--- src/hft_pkg.sv ---
/*
 * Shared constants and types for the host frame timing counters.
 * Assumes a 50 MHz system clock and a full-speed bit rate of 12 Mbit/s.
 */
package hft_pkg;

	// Clock and bit rates in kHz; the tick generator divides by their ratio.
	localparam int CLK_KHZ = 50000;
	localparam int BIT_KHZ = 12000;
	// Accumulator step and modulus derived from the two rates.
	localparam logic [15:0] TICK_INC = 16'(BIT_KHZ);
	localparam logic [15:0] TICK_MOD = 16'(CLK_KHZ);
	// Shortest spacing of two ticks in system clocks, rounded down.
	localparam int TICK_MIN_GAP = CLK_KHZ / BIT_KHZ;

	// Command codes of the two registers.
	localparam logic [7:0] CMD_RD_TIME_LEFT = 8'h0E;
	localparam logic [7:0] CMD_WR_TIME_LEFT = 8'h8E;
	localparam logic [7:0] CMD_RD_FRAME_CNT = 8'h0F;
	localparam logic [7:0] CMD_WR_FRAME_CNT = 8'h8F;

	// Field widths and positions.
	localparam int BTL_W      = 14;
	localparam int FC_W       = 16;
	localparam int THR_W      = 11;
	localparam int TOGGLE_BIT = 31;

	// Reset values; the nominal frame period value is 11999, a frame of 12000 bit times.
	localparam logic [13:0] PERIOD_RESET    = 14'h2EDF;
	localparam logic [13:0] TIME_LEFT_RESET = 14'h0000;
	localparam logic [15:0] FRAME_CNT_RESET = 16'h0000;
	localparam logic [15:0] FRAME_CNT_MAX   = 16'hFFFF;

	// Steps taken at every frame boundary.
	typedef enum logic [4:0]
	{
		ST_IDLE = 5'h01,
		ST_SOF  = 5'h02,
		ST_SHM  = 5'h04,
		ST_FLAG = 5'h08,
		ST_ED   = 5'h10
	} hft_seq_type;

endpackage

--- src/hft_tick_if.sv ---
/*
 * Carries the bit time tick from the tick generator to the counters.
 * Assumes both ends run on the same system clock.
 */
interface hft_tick_if
(
	input wire logic clk_sys	// System clock.
);
	logic bit_tick;	// One-cycle pulse per full-speed bit time.

	modport gen (output bit_tick);
	modport use_side (input bit_tick);
endinterface

--- src/hft_bit_tick.sv ---
/*
 * Bit time tick generator: a fractional accumulator makes twelve ticks
 * per fifty system clocks on average.
 * Assumes srst is synchronous to clk_sys.
 */
module hft_bit_tick
	import hft_pkg::*;
(
	input wire logic clk_sys,	// System clock.
	input wire logic srst,	// Synchronous reset, active high.
	hft_tick_if.gen  tick	// Tick towards the counters.
);
	logic [15:0] acc_reg;	// Phase accumulator.
	logic [15:0] acc_next;	// Next phase.
	logic        tick_reg;	// Registered tick.
	logic        tick_next;	// Next tick.

	// The 50/12 ratio is not whole, so ticks jitter by one clock; the
	// average rate is exact, which is what frame length depends on.
	always_comb
	begin
		acc_next  = acc_reg + TICK_INC;
		tick_next = 1'b0;
		if (acc_next >= TICK_MOD)
		begin
			acc_next  = acc_next - TICK_MOD;
			tick_next = 1'b1;
		end
	end

	// Register the accumulator and the tick.
	always_ff @(posedge clk_sys)
	begin
		if (srst)
		begin
			acc_reg  <= 16'h0000;
			tick_reg <= 1'b0;
		end
		else
		begin
			acc_reg  <= acc_next;
			tick_reg <= tick_next;
		end
	end

	assign tick.bit_tick = tick_reg;
endmodule

--- src/hft_frame_timer.sv ---
/*
 * Frame timing counters of a full/low-speed host controller: the
 * bit-time-left down counter, the frame counter, the frame boundary
 * sequence and the command-code register access.
 * Assumes command, handshake and state inputs are synchronous to clk_sys.
 */
module hft_frame_timer
	import hft_pkg::*;
(
	input  wire logic              clk_sys,	// System clock, 50 MHz.
	input  wire logic              srst,	// Synchronous reset, high.
	input  wire logic              cmd_valid,	// Command strobe, one cycle.
	input  wire logic [7:0]        cmd_code,	// Read or write command code.
	input  wire logic [31:0]       cmd_wdata,	// Write data.
	output logic      [31:0]       cmd_rdata,	// Read data, registered.
	output logic                   cmd_rvalid,	// Read data valid pulse.
	input  wire logic              running_state,	// Level: frames run.
	input  wire logic              controller_reset_cmd,	// Reset pulse.
	input  wire logic              period_wr,	// Frame period write pulse.
	input  wire logic [BTL_W-1:0]  period_value,	// New frame period.
	input  wire logic              period_toggle_in,	// Its toggle bit.
	input  wire logic [THR_W-1:0]  lowspeed_threshold,	// Threshold.
	input  wire logic              ls_req,	// Low-speed transaction asks.
	output logic                   ls_go,	// Low-speed start allowed.
	output logic                   sof_req,	// Send start-of-frame.
	input  wire logic              sof_done,	// Start-of-frame was sent.
	output logic                   host_shared_area_wr,	// Write request.
	output logic      [FC_W-1:0]   host_shared_area_data,	// Count written.
	input  wire logic              host_shared_area_ack,	// Write done.
	output logic                   frame_start_flag_set,	// Flag pulse.
	output logic                   ed_fetch_ok,	// First descriptor may go.
	output logic      [BTL_W-1:0]  bit_time_left	// Counter value.
);

	// Increment with natural roll-over at the counter width.
	function automatic logic [FC_W-1:0] fc_inc(input logic [FC_W-1:0] v);
		fc_inc = v + 16'h0001;
	endfunction

	hft_tick_if tick_bus (.clk_sys(clk_sys));	// Bit tick carrier.

	// The tick generator sits beside the counters on the same clock.
	hft_bit_tick hft_bit_tick_i
	(
		.clk_sys (clk_sys),
		.srst    (srst),
		.tick    (tick_bus.gen)
	);

	logic              bit_tick;	// Bit time pulse.
	logic [BTL_W-1:0]  btl_reg;	// Bit-time-left counter.
	logic [BTL_W-1:0]  btl_next;	// Its next value.
	logic              left_toggle_reg;	// Toggle copied at reload.
	logic              left_toggle_next;	// Its next value.
	logic [FC_W-1:0]   frame_count_reg;	// Frame counter.
	logic [FC_W-1:0]   frame_count_next;	// Its next value.
	logic [BTL_W-1:0]  frame_period_reg;	// Programmed frame period.
	logic [BTL_W-1:0]  frame_period_next;	// Its next value.
	logic              period_toggle_reg;	// Period toggle bit.
	logic              period_toggle_next;	// Its next value.
	logic              run_q_reg;	// Running state one cycle ago.
	logic              wr_left;	// Software writes remaining time.
	logic              run_rise;	// Running state entered.
	logic              frame_edge;	// Counter reload at zero.
	logic              new_frame;	// Any frame boundary.
	logic [31:0]       rdata_next;	// Next read data.
	logic              rvalid_next;	// Next read valid.
	logic              ls_go_next;	// Next low-speed permission.

	assign bit_tick   = tick_bus.bit_tick;
	assign wr_left    = cmd_valid && (cmd_code == CMD_WR_TIME_LEFT);
	assign run_rise   = running_state && !run_q_reg;
	// A software write in the same cycle wins over the reload.
	assign frame_edge = running_state && run_q_reg && bit_tick &&
		!wr_left && (btl_reg == TIME_LEFT_RESET);
	assign new_frame  = run_rise || frame_edge;

	// Next values of the counters, the period and the read port.
	always_comb
	begin
		btl_next           = btl_reg;
		left_toggle_next   = left_toggle_reg;
		frame_count_next   = frame_count_reg;
		frame_period_next  = frame_period_reg;
		period_toggle_next = period_toggle_reg;
		rdata_next         = cmd_rdata;
		rvalid_next        = 1'b0;
		// A period value takes effect at the next entry or reload, its toggle bit only at the next reload.
		if (controller_reset_cmd)
			frame_period_next = PERIOD_RESET;
		else if (period_wr)
		begin
			frame_period_next  = period_value;
			period_toggle_next = period_toggle_in;
		end
		// Counter: software write, entry, reload, or plain decrement.
		if (wr_left)
		begin
			btl_next         = cmd_wdata[BTL_W-1:0];
			left_toggle_next = cmd_wdata[TOGGLE_BIT];
		end
		else if (run_rise)
			btl_next = frame_period_reg;
		else if (frame_edge)
		begin
			btl_next         = frame_period_reg;
			left_toggle_next = period_toggle_reg;
		end
		else if (running_state && bit_tick)
			btl_next = btl_reg - 14'h0001;
		// The frame counter only moves at boundaries; 8F writes drop.
		if (new_frame)
			frame_count_next = fc_inc(frame_count_reg);
		// Reads answer in the next cycle; other codes are not ours.
		if (cmd_valid && (cmd_code == CMD_RD_TIME_LEFT))
		begin
			rdata_next  = {left_toggle_reg, 17'h00000, btl_reg};
			rvalid_next = 1'b1;
		end
		else if (cmd_valid && (cmd_code == CMD_RD_FRAME_CNT))
		begin
			rdata_next  = {16'h0000, frame_count_reg};
			rvalid_next = 1'b1;
		end
		// Low-speed start only with enough of the frame left.
		ls_go_next = ls_req && running_state &&
			(btl_reg >= {3'h0, lowspeed_threshold});
	end

	// Register the counters; an 8F write is accepted and has no effect.
	always_ff @(posedge clk_sys)
	begin
		if (srst)
		begin
			btl_reg           <= TIME_LEFT_RESET;
			left_toggle_reg   <= 1'b0;
			frame_count_reg   <= FRAME_CNT_RESET;
			frame_period_reg  <= PERIOD_RESET;
			period_toggle_reg <= 1'b0;
			run_q_reg         <= 1'b0;
			cmd_rdata         <= 32'h00000000;
			cmd_rvalid        <= 1'b0;
			ls_go             <= 1'b0;
		end
		else
		begin
			btl_reg           <= btl_next;
			left_toggle_reg   <= left_toggle_next;
			frame_count_reg   <= frame_count_next;
			frame_period_reg  <= frame_period_next;
			period_toggle_reg <= period_toggle_next;
			run_q_reg         <= running_state;
			cmd_rdata         <= rdata_next;
			cmd_rvalid        <= rvalid_next;
			ls_go             <= ls_go_next;
		end
	end

	assign bit_time_left = btl_reg;

	hft_seq_type seq_reg;	// Frame boundary step.
	hft_seq_type seq_next;	// Next step.
	logic        sof_next;	// Next start-of-frame request.
	logic        shm_next;	// Next shared area write request.
	logic [FC_W-1:0] shm_data_next;	// Next shared area data.
	logic        flag_next;	// Next flag pulse.
	logic        ed_next;	// Next descriptor permission.

	// Boundary sequence: send SOF, store the count, flag, then allow
	// descriptor fetch. A boundary restarts it; frames are far longer.
	always_comb
	begin
		seq_next      = seq_reg;
		shm_data_next = host_shared_area_data;
		case (seq_reg)
			ST_IDLE:
				if (new_frame)
					seq_next = ST_SOF;
			ST_SOF:
				if (sof_done)
					seq_next = ST_SHM;
			ST_SHM:
				if (host_shared_area_ack)
					seq_next = ST_FLAG;
			ST_FLAG:
				seq_next = ST_ED;
			ST_ED:
				seq_next = ST_IDLE;
			default:
				seq_next = ST_IDLE;
		endcase
		if (new_frame)
			seq_next = ST_SOF;
		if (seq_next == ST_SHM)
			shm_data_next = frame_count_reg;
		sof_next  = (seq_next == ST_SOF);
		shm_next  = (seq_next == ST_SHM);
		flag_next = (seq_next == ST_FLAG);
		ed_next   = (seq_next == ST_ED);
	end

	// Register the step and its outputs.
	always_ff @(posedge clk_sys)
	begin
		if (srst)
		begin
			seq_reg               <= ST_IDLE;
			sof_req               <= 1'b0;
			host_shared_area_wr   <= 1'b0;
			host_shared_area_data <= FRAME_CNT_RESET;
			frame_start_flag_set  <= 1'b0;
			ed_fetch_ok           <= 1'b0;
		end
		else
		begin
			seq_reg               <= seq_next;
			sof_req               <= sof_next;
			host_shared_area_wr   <= shm_next;
			host_shared_area_data <= shm_data_next;
			frame_start_flag_set  <= flag_next;
			ed_fetch_ok           <= ed_next;
		end
	end
endmodule

--- config.mk ---
export PLATFORM = sky130hd
export DESIGN_NAME = hft_frame_timer
export DESIGN_NICKNAME = d
export VERILOG_FILES = /design/src/hft_pkg.sv /design/src/hft_tick_if.sv /design/src/hft_bit_tick.sv /design/src/hft_frame_timer.sv
export SDC_FILE = /design/constraint.sdc
export NUM_CORES = 1
export LEC_CHECK = 0
export BUFFER_PORTS_ARGS = -buffer_cell sky130_fd_sc_hd__buf_2
export CAP_MARGIN = 20
export CORE_MARGIN = 10
export CORE_UTILIZATION = 55
export CTS_CLUSTER_SIZE = 16
export DETAILED_ROUTE_END_ITERATION = 7
export HOLD_SLACK_MARGIN = 0.05
export PLACE_DENSITY = 0.88
export RECOVER_POWER = 25
export SKIP_CTS_REPAIR_TIMING = 1
export SYNTH_ARGS = -nofsm -noshare
export SYNTH_HDL_FRONTEND = slang
export SYNTH_SLANG_ARGS = --single-unit
--- constraint.sdc ---
create_clock -name clk_sys -period 6.1 [get_ports clk_sys]
set_clock_uncertainty 0.2 [all_clocks]
set_input_delay 0.305 -clock clk_sys [delete_from_list [all_inputs] [get_ports clk_sys]]
set_output_delay 0.305 -clock clk_sys [all_outputs]
set_load 0.1 [all_outputs]
**Word level (Yosys, flattened, before mapping)**

Index checks and enable logic that the tools add are counted.

- Flip-flop bits (word level): 108
- Word-level logic and storage cells: 76

- Eq/ne operators: 12
- Muxes and demuxes: 17
- Add/subtract/negate cells: 4
- Bitwise operators: 1
- Reduce and logical (&&, ||, !) cells: 22
- Magnitude comparators: 2

Operator list:

| cell | number |
|---|---|
| $mux 32 | 2 |
| $mux 14 | 4 |
| $pmux 5 s4 | 1 |
| $add 16x1->16 const B | 1 |
| $add 16x14->16 const B | 1 |
| $eq 8x4->1 const B | 2 |
| $ge 16x16->1 const B | 1 |
| $mux 16 | 1 |
| $sub 16x16->16 const B | 1 |
| $mux 5 | 3 |
| $ge 14x11->1 | 1 |
| $logic_not 14->1 | 1 |
| $sub 14x1->14 const B | 1 |
| $logic_and 1x1->1 | 11 |
| $eq 5x2->1 const B | 2 |
| $eq 5x3->1 const B | 2 |
| $eq 5x4->1 const B | 2 |
| $eq 8x8->1 const B | 1 |
| $mux 1 | 6 |
| $eq 5x1->1 const B | 1 |
| $eq 5x5->1 const B | 1 |
| $reduce_and 2->1 | 2 |
| $reduce_bool 2->1 | 2 |
| $reduce_bool 4->1 | 1 |
| other kinds (5) | 7 |

**Logic depth before layout (Yosys ltp)**

Gate-level depths: netlist (run 1).

- Word-level depth: 8
- Gate-level depth with buffers: 10
- Mapped depth without buffers: 8

**Hierarchy**

From an unflattened synthesis (run 1), not the netlist that was laid out.

- Cells, all modules: 615
- Area total of the unflattened synthesis: 5,365.1 sq um

Modules (own cells, without submodules):

| module | area each (sq um) | cells each | sequential area each (sq um) | instances |
|---|---|---|---|---|
| hft_frame_timer | 4,433.0 | 500 | 1,821.7 | 1 |
| hft_bit_tick | 932.1 | 115 | 260.2 | 1 |

**Worst setup path before layout (run 1)**

No wires, ideal clock.

- Path type: reg-to-reg
- Start: register btl_reg[0] (netlist: bit_time_left[0])
- End: register host_shared_area_data[10]
- Arrival time: 2.699 ns
- Path buffers: 2
- Slack: 3.074 ns
- Library setup time: 0.128 ns
- Cell stages (with the launch flop): 11
- Period minus slack after synthesis: 3.026 ns
- Path through: dfxtp_1 > inv_1 > ha_1 > nand4_1 > nor3_1 > a31oi_1 > nor3b_1 > buf_2 > buf_4 > mux2i_1 > nor2_1

- Word-level cells in the longest chain between the ends: 5

Ends and longest elaborated chain:

| element | line | text |
|---|---|---|
| start: declaration | hft_frame_timer.sv:51 | `logic [BTL_W-1:0] btl_reg;` |
| start signal: assignment | hft_frame_timer.sv:147 | `btl_reg <= btl_next;` |
| $logic_not 14->1 | hft_frame_timer.sv:75 | `!wr_left && (btl_reg == TIME_LEFT_RESET);` |
| $logic_and 1x1->1 | hft_frame_timer.sv:75 |  |
| $logic_or 1x1->1 | hft_frame_timer.sv:76 | `assign new_frame = run_rise \|\| frame_edge;` |
| $mux 5 | hft_frame_timer.sv:192 | `if (new_frame)` |
| $eq 5x3->1 | hft_frame_timer.sv:194 | `if (seq_next == ST_SHM)` |
| end signal: assignment | hft_frame_timer.sv:219 | `host_shared_area_data <= shm_data_next;` |
| end: declaration | hft_frame_timer.sv:28 | `output logic [FC_W-1:0] host_shared_area_data,` |

Every way passes these cells.
A chain may end at the register's enable or synchronous reset.

**Worst setup path in the final report (run 1)**

- Start: register hft_bit_tick_i.acc_reg[5]
- End: register hft_bit_tick_i.acc_reg[10]

- Word-level cells in the longest chain between the ends: 3

Ends and longest elaborated chain:

| element | line | text |
|---|---|---|
| start: declaration | hft_bit_tick.sv:13 | `logic [15:0] acc_reg;` |
| start signal: assignment | hft_bit_tick.sv:41 | `acc_reg <= acc_next;` |
| $add 16x14->16 (*) | hft_bit_tick.sv:22 | `acc_next = acc_reg + TICK_INC;` |
| $sub 16x16->16 or $ge 16x16->1 (tied branches) | hft_bit_tick.sv:26, hft_bit_tick.sv:24 |  |
| $mux 16 (*) | hft_bit_tick.sv:24 | `if (acc_next >= TICK_MOD)` |

Mark *: on every way between the ends. The rest lies on a longest branch, timed or not.

==> metrics.cfg, run 1 <==
[status]
run_status=finished clean

[finish]
areaGrowthSynthToFinish_pct=19.5
finalNetCount=837
fraction_of_layout_instances_using_a_drive_strength_above_1_pct=18.9
num-fill-cells=723
largest_register_ff_count=17
post_layout_nonfiller_instances=882
layout.cells.most_common_list=sky130_fd_sc_hd__dfxtp_1, sky130_fd_sc_hd__buf_2, sky130_fd_sc_hd__nor2_1, sky130_fd_sc_hd__nand2_1, sky130_fd_sc_hd__mux2i_1
layout.cells.most_common=sky130_fd_sc_hd__dfxtp_1

[sta]
highest_attainable_clock_frequency_mhz=314
final-setup-viol-count=0
hold_ws_ps=38.4
max_slew_margin_pct=20.8
final_max_slew_viol_count=0
period_utilisation_layout_pct=52.3
report.final.hold_viol_count=0
rsz_0062_raised_after_global_routing=no
totalNegativeSetupSlack_ps=0
timing_worst_slew_pin_value_ps=1190
period_needed_ps=3190

[global_route]
grt_use_total_pct=20.3
pin_count_of_the_biggest_net_entering_global_routing=88
grt_pass1_wl_um=24200
antenna_found_initial=1
first_global_vias=4933
grt_remaining_overflow=0

[routing]
drt-pass1-iter-count=5
drc_errors=0
vias_per_cell=5.78
post_drt_wl_per_cell_um=17.9
drt_iter0_markers=473
ant_nets=0
routed-via-count=5096
drt_wl_total_um=15800

[floorplan]
die_x_um=119
die_area_um2=14200
fp.dieH_um=119
std_cell_rows=36
start_util_pct=55.9
core-area_um2=9680
design.portCount=143

[hold_path]
hold_path_end=frame_period_reg[5]$_SDFFE_PP0P_
hold_crit_class=primary input to flip-flop
holdCritStartpoint=period_value[5]
whs_path_depth=3

[synthesis]
netlist_area_um2=5420
dominantRegCellSynth=sky130_fd_sc_hd__dfxtp_1
netlist-cell-type-count=53
asyncSetResetFlopFracSynth_pct=0
share_of_synthesized_area_occupied_by_flip_flops_and_latches_pct=38.4
synth-edff-count=0
ys_ff_latch=104
yosys_warnings=0
synth.avg_cell_area_um2=8.73
cell_type_with_the_highest_aggregate_area_in_the_netlist=sky130_fd_sc_hd__dfxtp_1
synth.top_cells.by_area=sky130_fd_sc_hd__dfxtp_1, sky130_fd_sc_hd__mux2i_1, sky130_fd_sc_hd__nor2_1
share_of_the_synthesized_area_in_the_top_cell_type_pct=38.4
synthesis.instances=620

[placed_design]
dp.cells=836
routabilityCongestion=0.879
io_port_bufs=110
detailed_placer_s_ending_hpwl_um=11300

[critical_path]
critPathCaptureType=flip-flop
critical_path.max_fanout=7
timing.critical_path.arrival_ps=3270
crit-reg2reg-launch=hft_bit_tick_i.acc_reg[5]$_SDFF_PP0_
setup.worst_path.start_class=flip-flop
worst-endpoint-required_ps=6180
timing.setup.critical_path_class=flip-flop to flip-flop
timing.reg2reg.worst_path_depth=8
r2r-end=hft_bit_tick_i.acc_reg[10]$_SDFF_PP0_
r2r_slack_ps=2910

[clock_network]
cts_made_buffers=9
tritoncts_num_sinks=104
deepest_clock_path_buffer_count=2
tritoncts=done
clockRootBuffer=sky130_fd_sc_hd__clkbuf_8
clk-insertion-delay-late_ps=380
clock_tree.htree_level_count=3
cts.clk_slew.worst_paths_ps=100

[flow_run]
drv.max_cap_violation_count=0

[power]
power-per-cell-area_nw_per_um2=303
total_leakage_power_nw=2.76
ir_drop_mv=0.172

[cell families (layout without fill, tap and decap cells)]
kind of cell,Yosys count,after routing,share of synthesized area [%]
AOI/OAI and AO/OA,109,109,13.6
xor gates and xnor gates,29,29,4.69
adders and majority gates,19,19,4.39
buffers and inverters,67,181,6.01
DFF,104,104,38.4
muxes,59,59,11.0
other,1,16,0.0692
and+or+nand+nor,232,232,21.8
[how the worst max path moves through the flow]
stage,startpoint,to,slack (ps),cells after the start
floorplan,bit_time_left[0]$_SDFFE_PP0P_,host_shared_area_data[10]$_SDFFE_PP0P_,3070,10
global placement,cmd_code[5],bit_time_left[13]$_SDFFE_PP0P_,2980,8
detailed placement,cmd_code[5],bit_time_left[13]$_SDFFE_PP0P_,2950,8
CTS,hft_bit_tick_i.acc_reg[5]$_SDFF_PP0_,hft_bit_tick_i.acc_reg[10]$_SDFF_PP0_,2980,8
global route,hft_bit_tick_i.acc_reg[5]$_SDFF_PP0_,hft_bit_tick_i.acc_reg[10]$_SDFF_PP0_,2720,8
finish,hft_bit_tick_i.acc_reg[5]$_SDFF_PP0_,hft_bit_tick_i.acc_reg[10]$_SDFF_PP0_,2910,8
[through the flow]
| stage | utilization [%] | setup WS (ps) | total power [W] | cell area (um^2) |
|---|---|---|---|---|
| finish | 66.8 | 2910 | 0.00196 | 6470 |
| detailed placement | 61.9 | 2950 | 0.00149 | 6000 |
| CTS | 64.1 | 2980 | 0.00194 | 6210 |
| global placement | 61.9 | 2980 | 0.00146 | 6000 |
| floorplan | - | 3070 | 0.00135 | 5470 |
| global route | 66.8 | 2720 | 0.00206 | 6470 |
[final cells by class]
class / count / area (um^2) / area share [%]
antenna: 1 / 2.50 / 0.0387
clock buffer: 9 / 124 / 1.91
clock inverter: 7 / 86.3 / 1.33
inverter: 21 / 78.8 / 1.22
multi-input combinational: 463 / 3070 / 47.5
sequential: 104 / 2080 / 32.2
tap: 133 / 166 / 2.57
timing repair buffer: 144 / 856 / 13.2
[worst max-delay path, cell delays in order (launching register included)]
cell and delay (ps):
sky130_fd_sc_hd__dfxtp_1 470, sky130_fd_sc_hd__inv_1 120, sky130_fd_sc_hd__ha_1 290, sky130_fd_sc_hd__xnor2_1 340
sky130_fd_sc_hd__o21ai_0 260, sky130_fd_sc_hd__a211oi_1 470, sky130_fd_sc_hd__o211ai_1 350, sky130_fd_sc_hd__o211a_1 320
sky130_fd_sc_hd__mux2_2 260
[cells in the mapped netlist (5+ instances only)]
library cell	n
sky130_fd_sc_hd__dfxtp_1	104
sky130_fd_sc_hd__nor2_1	75
sky130_fd_sc_hd__nand2_1	57
sky130_fd_sc_hd__mux2i_1	54
sky130_fd_sc_hd__a211oi_1	25
sky130_fd_sc_hd__clkbuf_1	22
sky130_fd_sc_hd__nor3_1	22
sky130_fd_sc_hd__o21ai_0	22
sky130_fd_sc_hd__xnor2_1	22
sky130_fd_sc_hd__a21oi_1	21
sky130_fd_sc_hd__inv_1	21
sky130_fd_sc_hd__ha_1	19
sky130_fd_sc_hd__buf_4	16
sky130_fd_sc_hd__and3_1	8
sky130_fd_sc_hd__nand3_1	8
sky130_fd_sc_hd__nor2b_1	7
sky130_fd_sc_hd__o211a_1	7
sky130_fd_sc_hd__or2_2	7
sky130_fd_sc_hd__or3_1	7
sky130_fd_sc_hd__xor2_1	7
sky130_fd_sc_hd__nor3b_1	6
sky130_fd_sc_hd__o211ai_1	6
sky130_fd_sc_hd__o22ai_1	6
sky130_fd_sc_hd__and2_1	5
sky130_fd_sc_hd__buf_2	5
sky130_fd_sc_hd__mux2_2	5
sky130_fd_sc_hd__nand2b_1	5
sky130_fd_sc_hd__nand4_1	5
[power breakdown]
part / total, W / switching, W / internal [W]
Sequential: 0.000808 / 0.0000784 / 0.000730
Combinational: 0.000698 / 0.000441 / 0.000257
Clock: 0.000455 / 0.000255 / 0.000200
[per-layer routing]
layer	up-vias	wire, um	GRT usage [%]
li1	2405	-	-
met1	2380	6240	22.8
met3	44	1330	5.10
met2	267	7750	36.0
met4	0	440	8.17
met5	-	0	0
No activity file was read; power rests on OpenSTA's default activity.
==> run 2: changes to the inputs <==
CORE_UTILIZATION = 48   (was 55)
PLACE_DENSITY = 0.82   (was 0.88)
clock period = 2.81 ns   (was 6.1 ns; I/O delays follow)
==> run 2 against run 1 <==
  * Die area is 12% higher
  * Combinational power is 140% higher
  * Cell count up 4.2%
  * Clock power grew to 2.7 times the previous value
  * Clock-buffer cell count grew 1
  * First-iteration DRC count decreased by 14%
  * Via count about the same
  * Worst hold slack better by 43 ps
  * Worst setup slack worse by 2700 ps
  * Sequential share of layout area fell by 1.5 points
  * Non-clock buffer count increased by 31
  * Critical path type is now primary input to flip-flop
==> metrics.cfg, run 2 (synthesis gave the netlist of run 1 again) <==
[routing]
ant_nets=0
vias_per_cell=5.55
drc_errors=0
drt_wl_total_um=15800
drt-pass1-iter-count=5
post_drt_wl_per_cell_um=17.2
routed-via-count=5100
drt_iter0_markers=408

[finish]
fraction_of_layout_instances_using_a_drive_strength_above_1_pct=19.5
num-fill-cells=930
layout.cells.most_common_list=sky130_fd_sc_hd__dfxtp_1, sky130_fd_sc_hd__nor2_1, sky130_fd_sc_hd__buf_2, sky130_fd_sc_hd__nand2_1, sky130_fd_sc_hd__mux2i_1
final-seq-area_um2=2090
areaGrowthSynthToFinish_pct=26.0
layout.cells.most_common=sky130_fd_sc_hd__dfxtp_1
n_antenna_cell=0
finalNetCount=868
multiInputGateArea_um2=3100
postLayoutCoreUtil_pct=62.4
largest_register_ff_count=17

[critical_path]
critPathCaptureType=flip-flop
longest_individual_stage_delay_on_the_worst_path_ps=860
setup.worst_path.start_class=primary input
critical_path.max_fanout=23
worst-endpoint-required_ps=2850
worst-path-buf-inv=3
timing.critical_path.mode_cell=sky130_fd_sc_hd__clkbuf_1
crit_family=buffers and inverters
critical-path-slowest-cell=sky130_fd_sc_hd__clkbuf_1
timing.critical_path.arrival_ps=2680
critical_path.cell_chain=dlygate4sd3_1, clkbuf_1, clkbuf_1, nor3_1, mux2_2
crit_path_start=srst
timing.setup.critical_path_class=primary input to flip-flop
crit-reg2reg-launch=bit_time_left[0]$_SDFFE_PP0P_

[sta]
highest_attainable_clock_frequency_mhz=378
report.final.hold_viol_count=0
period_needed_ps=2640
totalNegativeSetupSlack_ps=0
max_slew_margin_pct=18.9
rsz_0062_raised_after_global_routing=no
final_max_slew_viol_count=0
period_utilisation_layout_pct=94.0
final-setup-viol-count=0
timing_worst_slew_pin_value_ps=1220

[floorplan]
die_area_um2=15900
start_util_pct=49.5
design.portCount=143
die_x_um=126
fp.dieH_um=126
core-area_um2=10900
std_cell_rows=38

[placed_design]
detailed_placer_s_ending_hpwl_um=11600
routabilityCongestion=0.914
io_port_bufs=110

[power]
intPower_w=0.00289
total_leakage_power_nw=2.84
share_of_total_power_in_combinational_logic_pct=35.8
switching_share_pct=37.5
power-per-cell-area_nw_per_um2=677
ir_drop_mv=0.488
net-switching-power_w=0.00173
seqPwrFrac_pct=37.5
clkPwrFrac_pct=26.8

[flow_run]
drv.max_cap_violation_count=0

[clock_network]
deepest_clock_path_buffer_count=2
tritoncts=done
tritoncts_num_sinks=104
cts_made_buffers=9
cts.clk_slew.worst_paths_ps=70
clock_tree.htree_level_count=3
clk-insertion-delay-late_ps=350
clockRootBuffer=sky130_fd_sc_hd__clkbuf_16

[global_route]
grt_use_total_pct=18.2
grt_pass1_wl_um=24300
first_global_vias=4959
antenna_found_initial=0
pin_count_of_the_biggest_net_entering_global_routing=48
grt_remaining_overflow=0

[status]
run_status=finished clean

[hold_path]
holdCritStartpoint=lowspeed_threshold[9]
hold_crit_class=primary input to flip-flop

-- run 2: routing by layer --
metal	vias up	routed length (um)	GRT usage [%]
met5	-	0	0
met4	0	315	6.36
met3	26	1260	5.29
met2	221	7740	31.5
met1	2378	6490	20.9
li1	2475	-	-
-- run 2: power groups by stage --
stage	Clock [W]	Combinational (W)	Sequential [W]
finish	0.00124	0.00165	0.00173
global route	0.00132	0.00181	0.00175
CTS	0.00126	0.00157	0.00172
detailed placement	0	0.00156	0.00175
global placement	0	0.00153	0.00175
floorplan	0	0.00104	0.00190
-- run 2: worst paths after layout --
check / depth (start not counted) / end / slack, ps
worst max-delay path: 5 / hft_bit_tick_i.acc_reg[10]$_SDFF_PP0_ / 170
worst min-delay path: 5 / ls_go$_SDFF_PP0_ / 80
worst max register to register: 8 / bit_time_left[8]$_SDFFE_PP0P_ / 220
worst min register to register: 2 / frame_period_reg[3]$_SDFFE_PP1P_ / 280
-- run 2: worst min-delay path: stages --
cell                       delay [ps]
sky130_fd_sc_hd__buf_2            100
sky130_fd_sc_hd__inv_1             50
sky130_fd_sc_hd__ha_1             140
sky130_fd_sc_hd__a211oi_1          40
sky130_fd_sc_hd__a21oi_1          120
-- run 2: final cells by class --
class / instances / share of cell area, %
Timing Repair Buffer: 175 / 15.8
Inverter: 21 / 1.16
Tap cell: 140 / 2.57
Multi-Input combinational cell: 463 / 45.4
Clock buffer: 10 / 3.50
Clock inverter: 6 / 0.862
Sequential cell: 104 / 30.7
-- run 2: through the flow --
| stage | worst slack [ps] | hold WS, ps | cells | instance area (um^2) | power, W |
|---|---|---|---|---|---|
| CTS | 110 | -208 | 881 | 6480 | 0.00455 |
| finish | 167 | 81.4 | 919 | 6820 | 0.00462 |
| detailed placement | 150 | 153 | 865 | 6180 | 0.00331 |
| global route | 27.3 | 101 | 919 | 6820 | 0.00487 |
| floorplan | 21.0 | 19.8 | 634 | 5480 | 0.00294 |
| global placement | 188 | 150 | 865 | 6180 | 0.00328 |
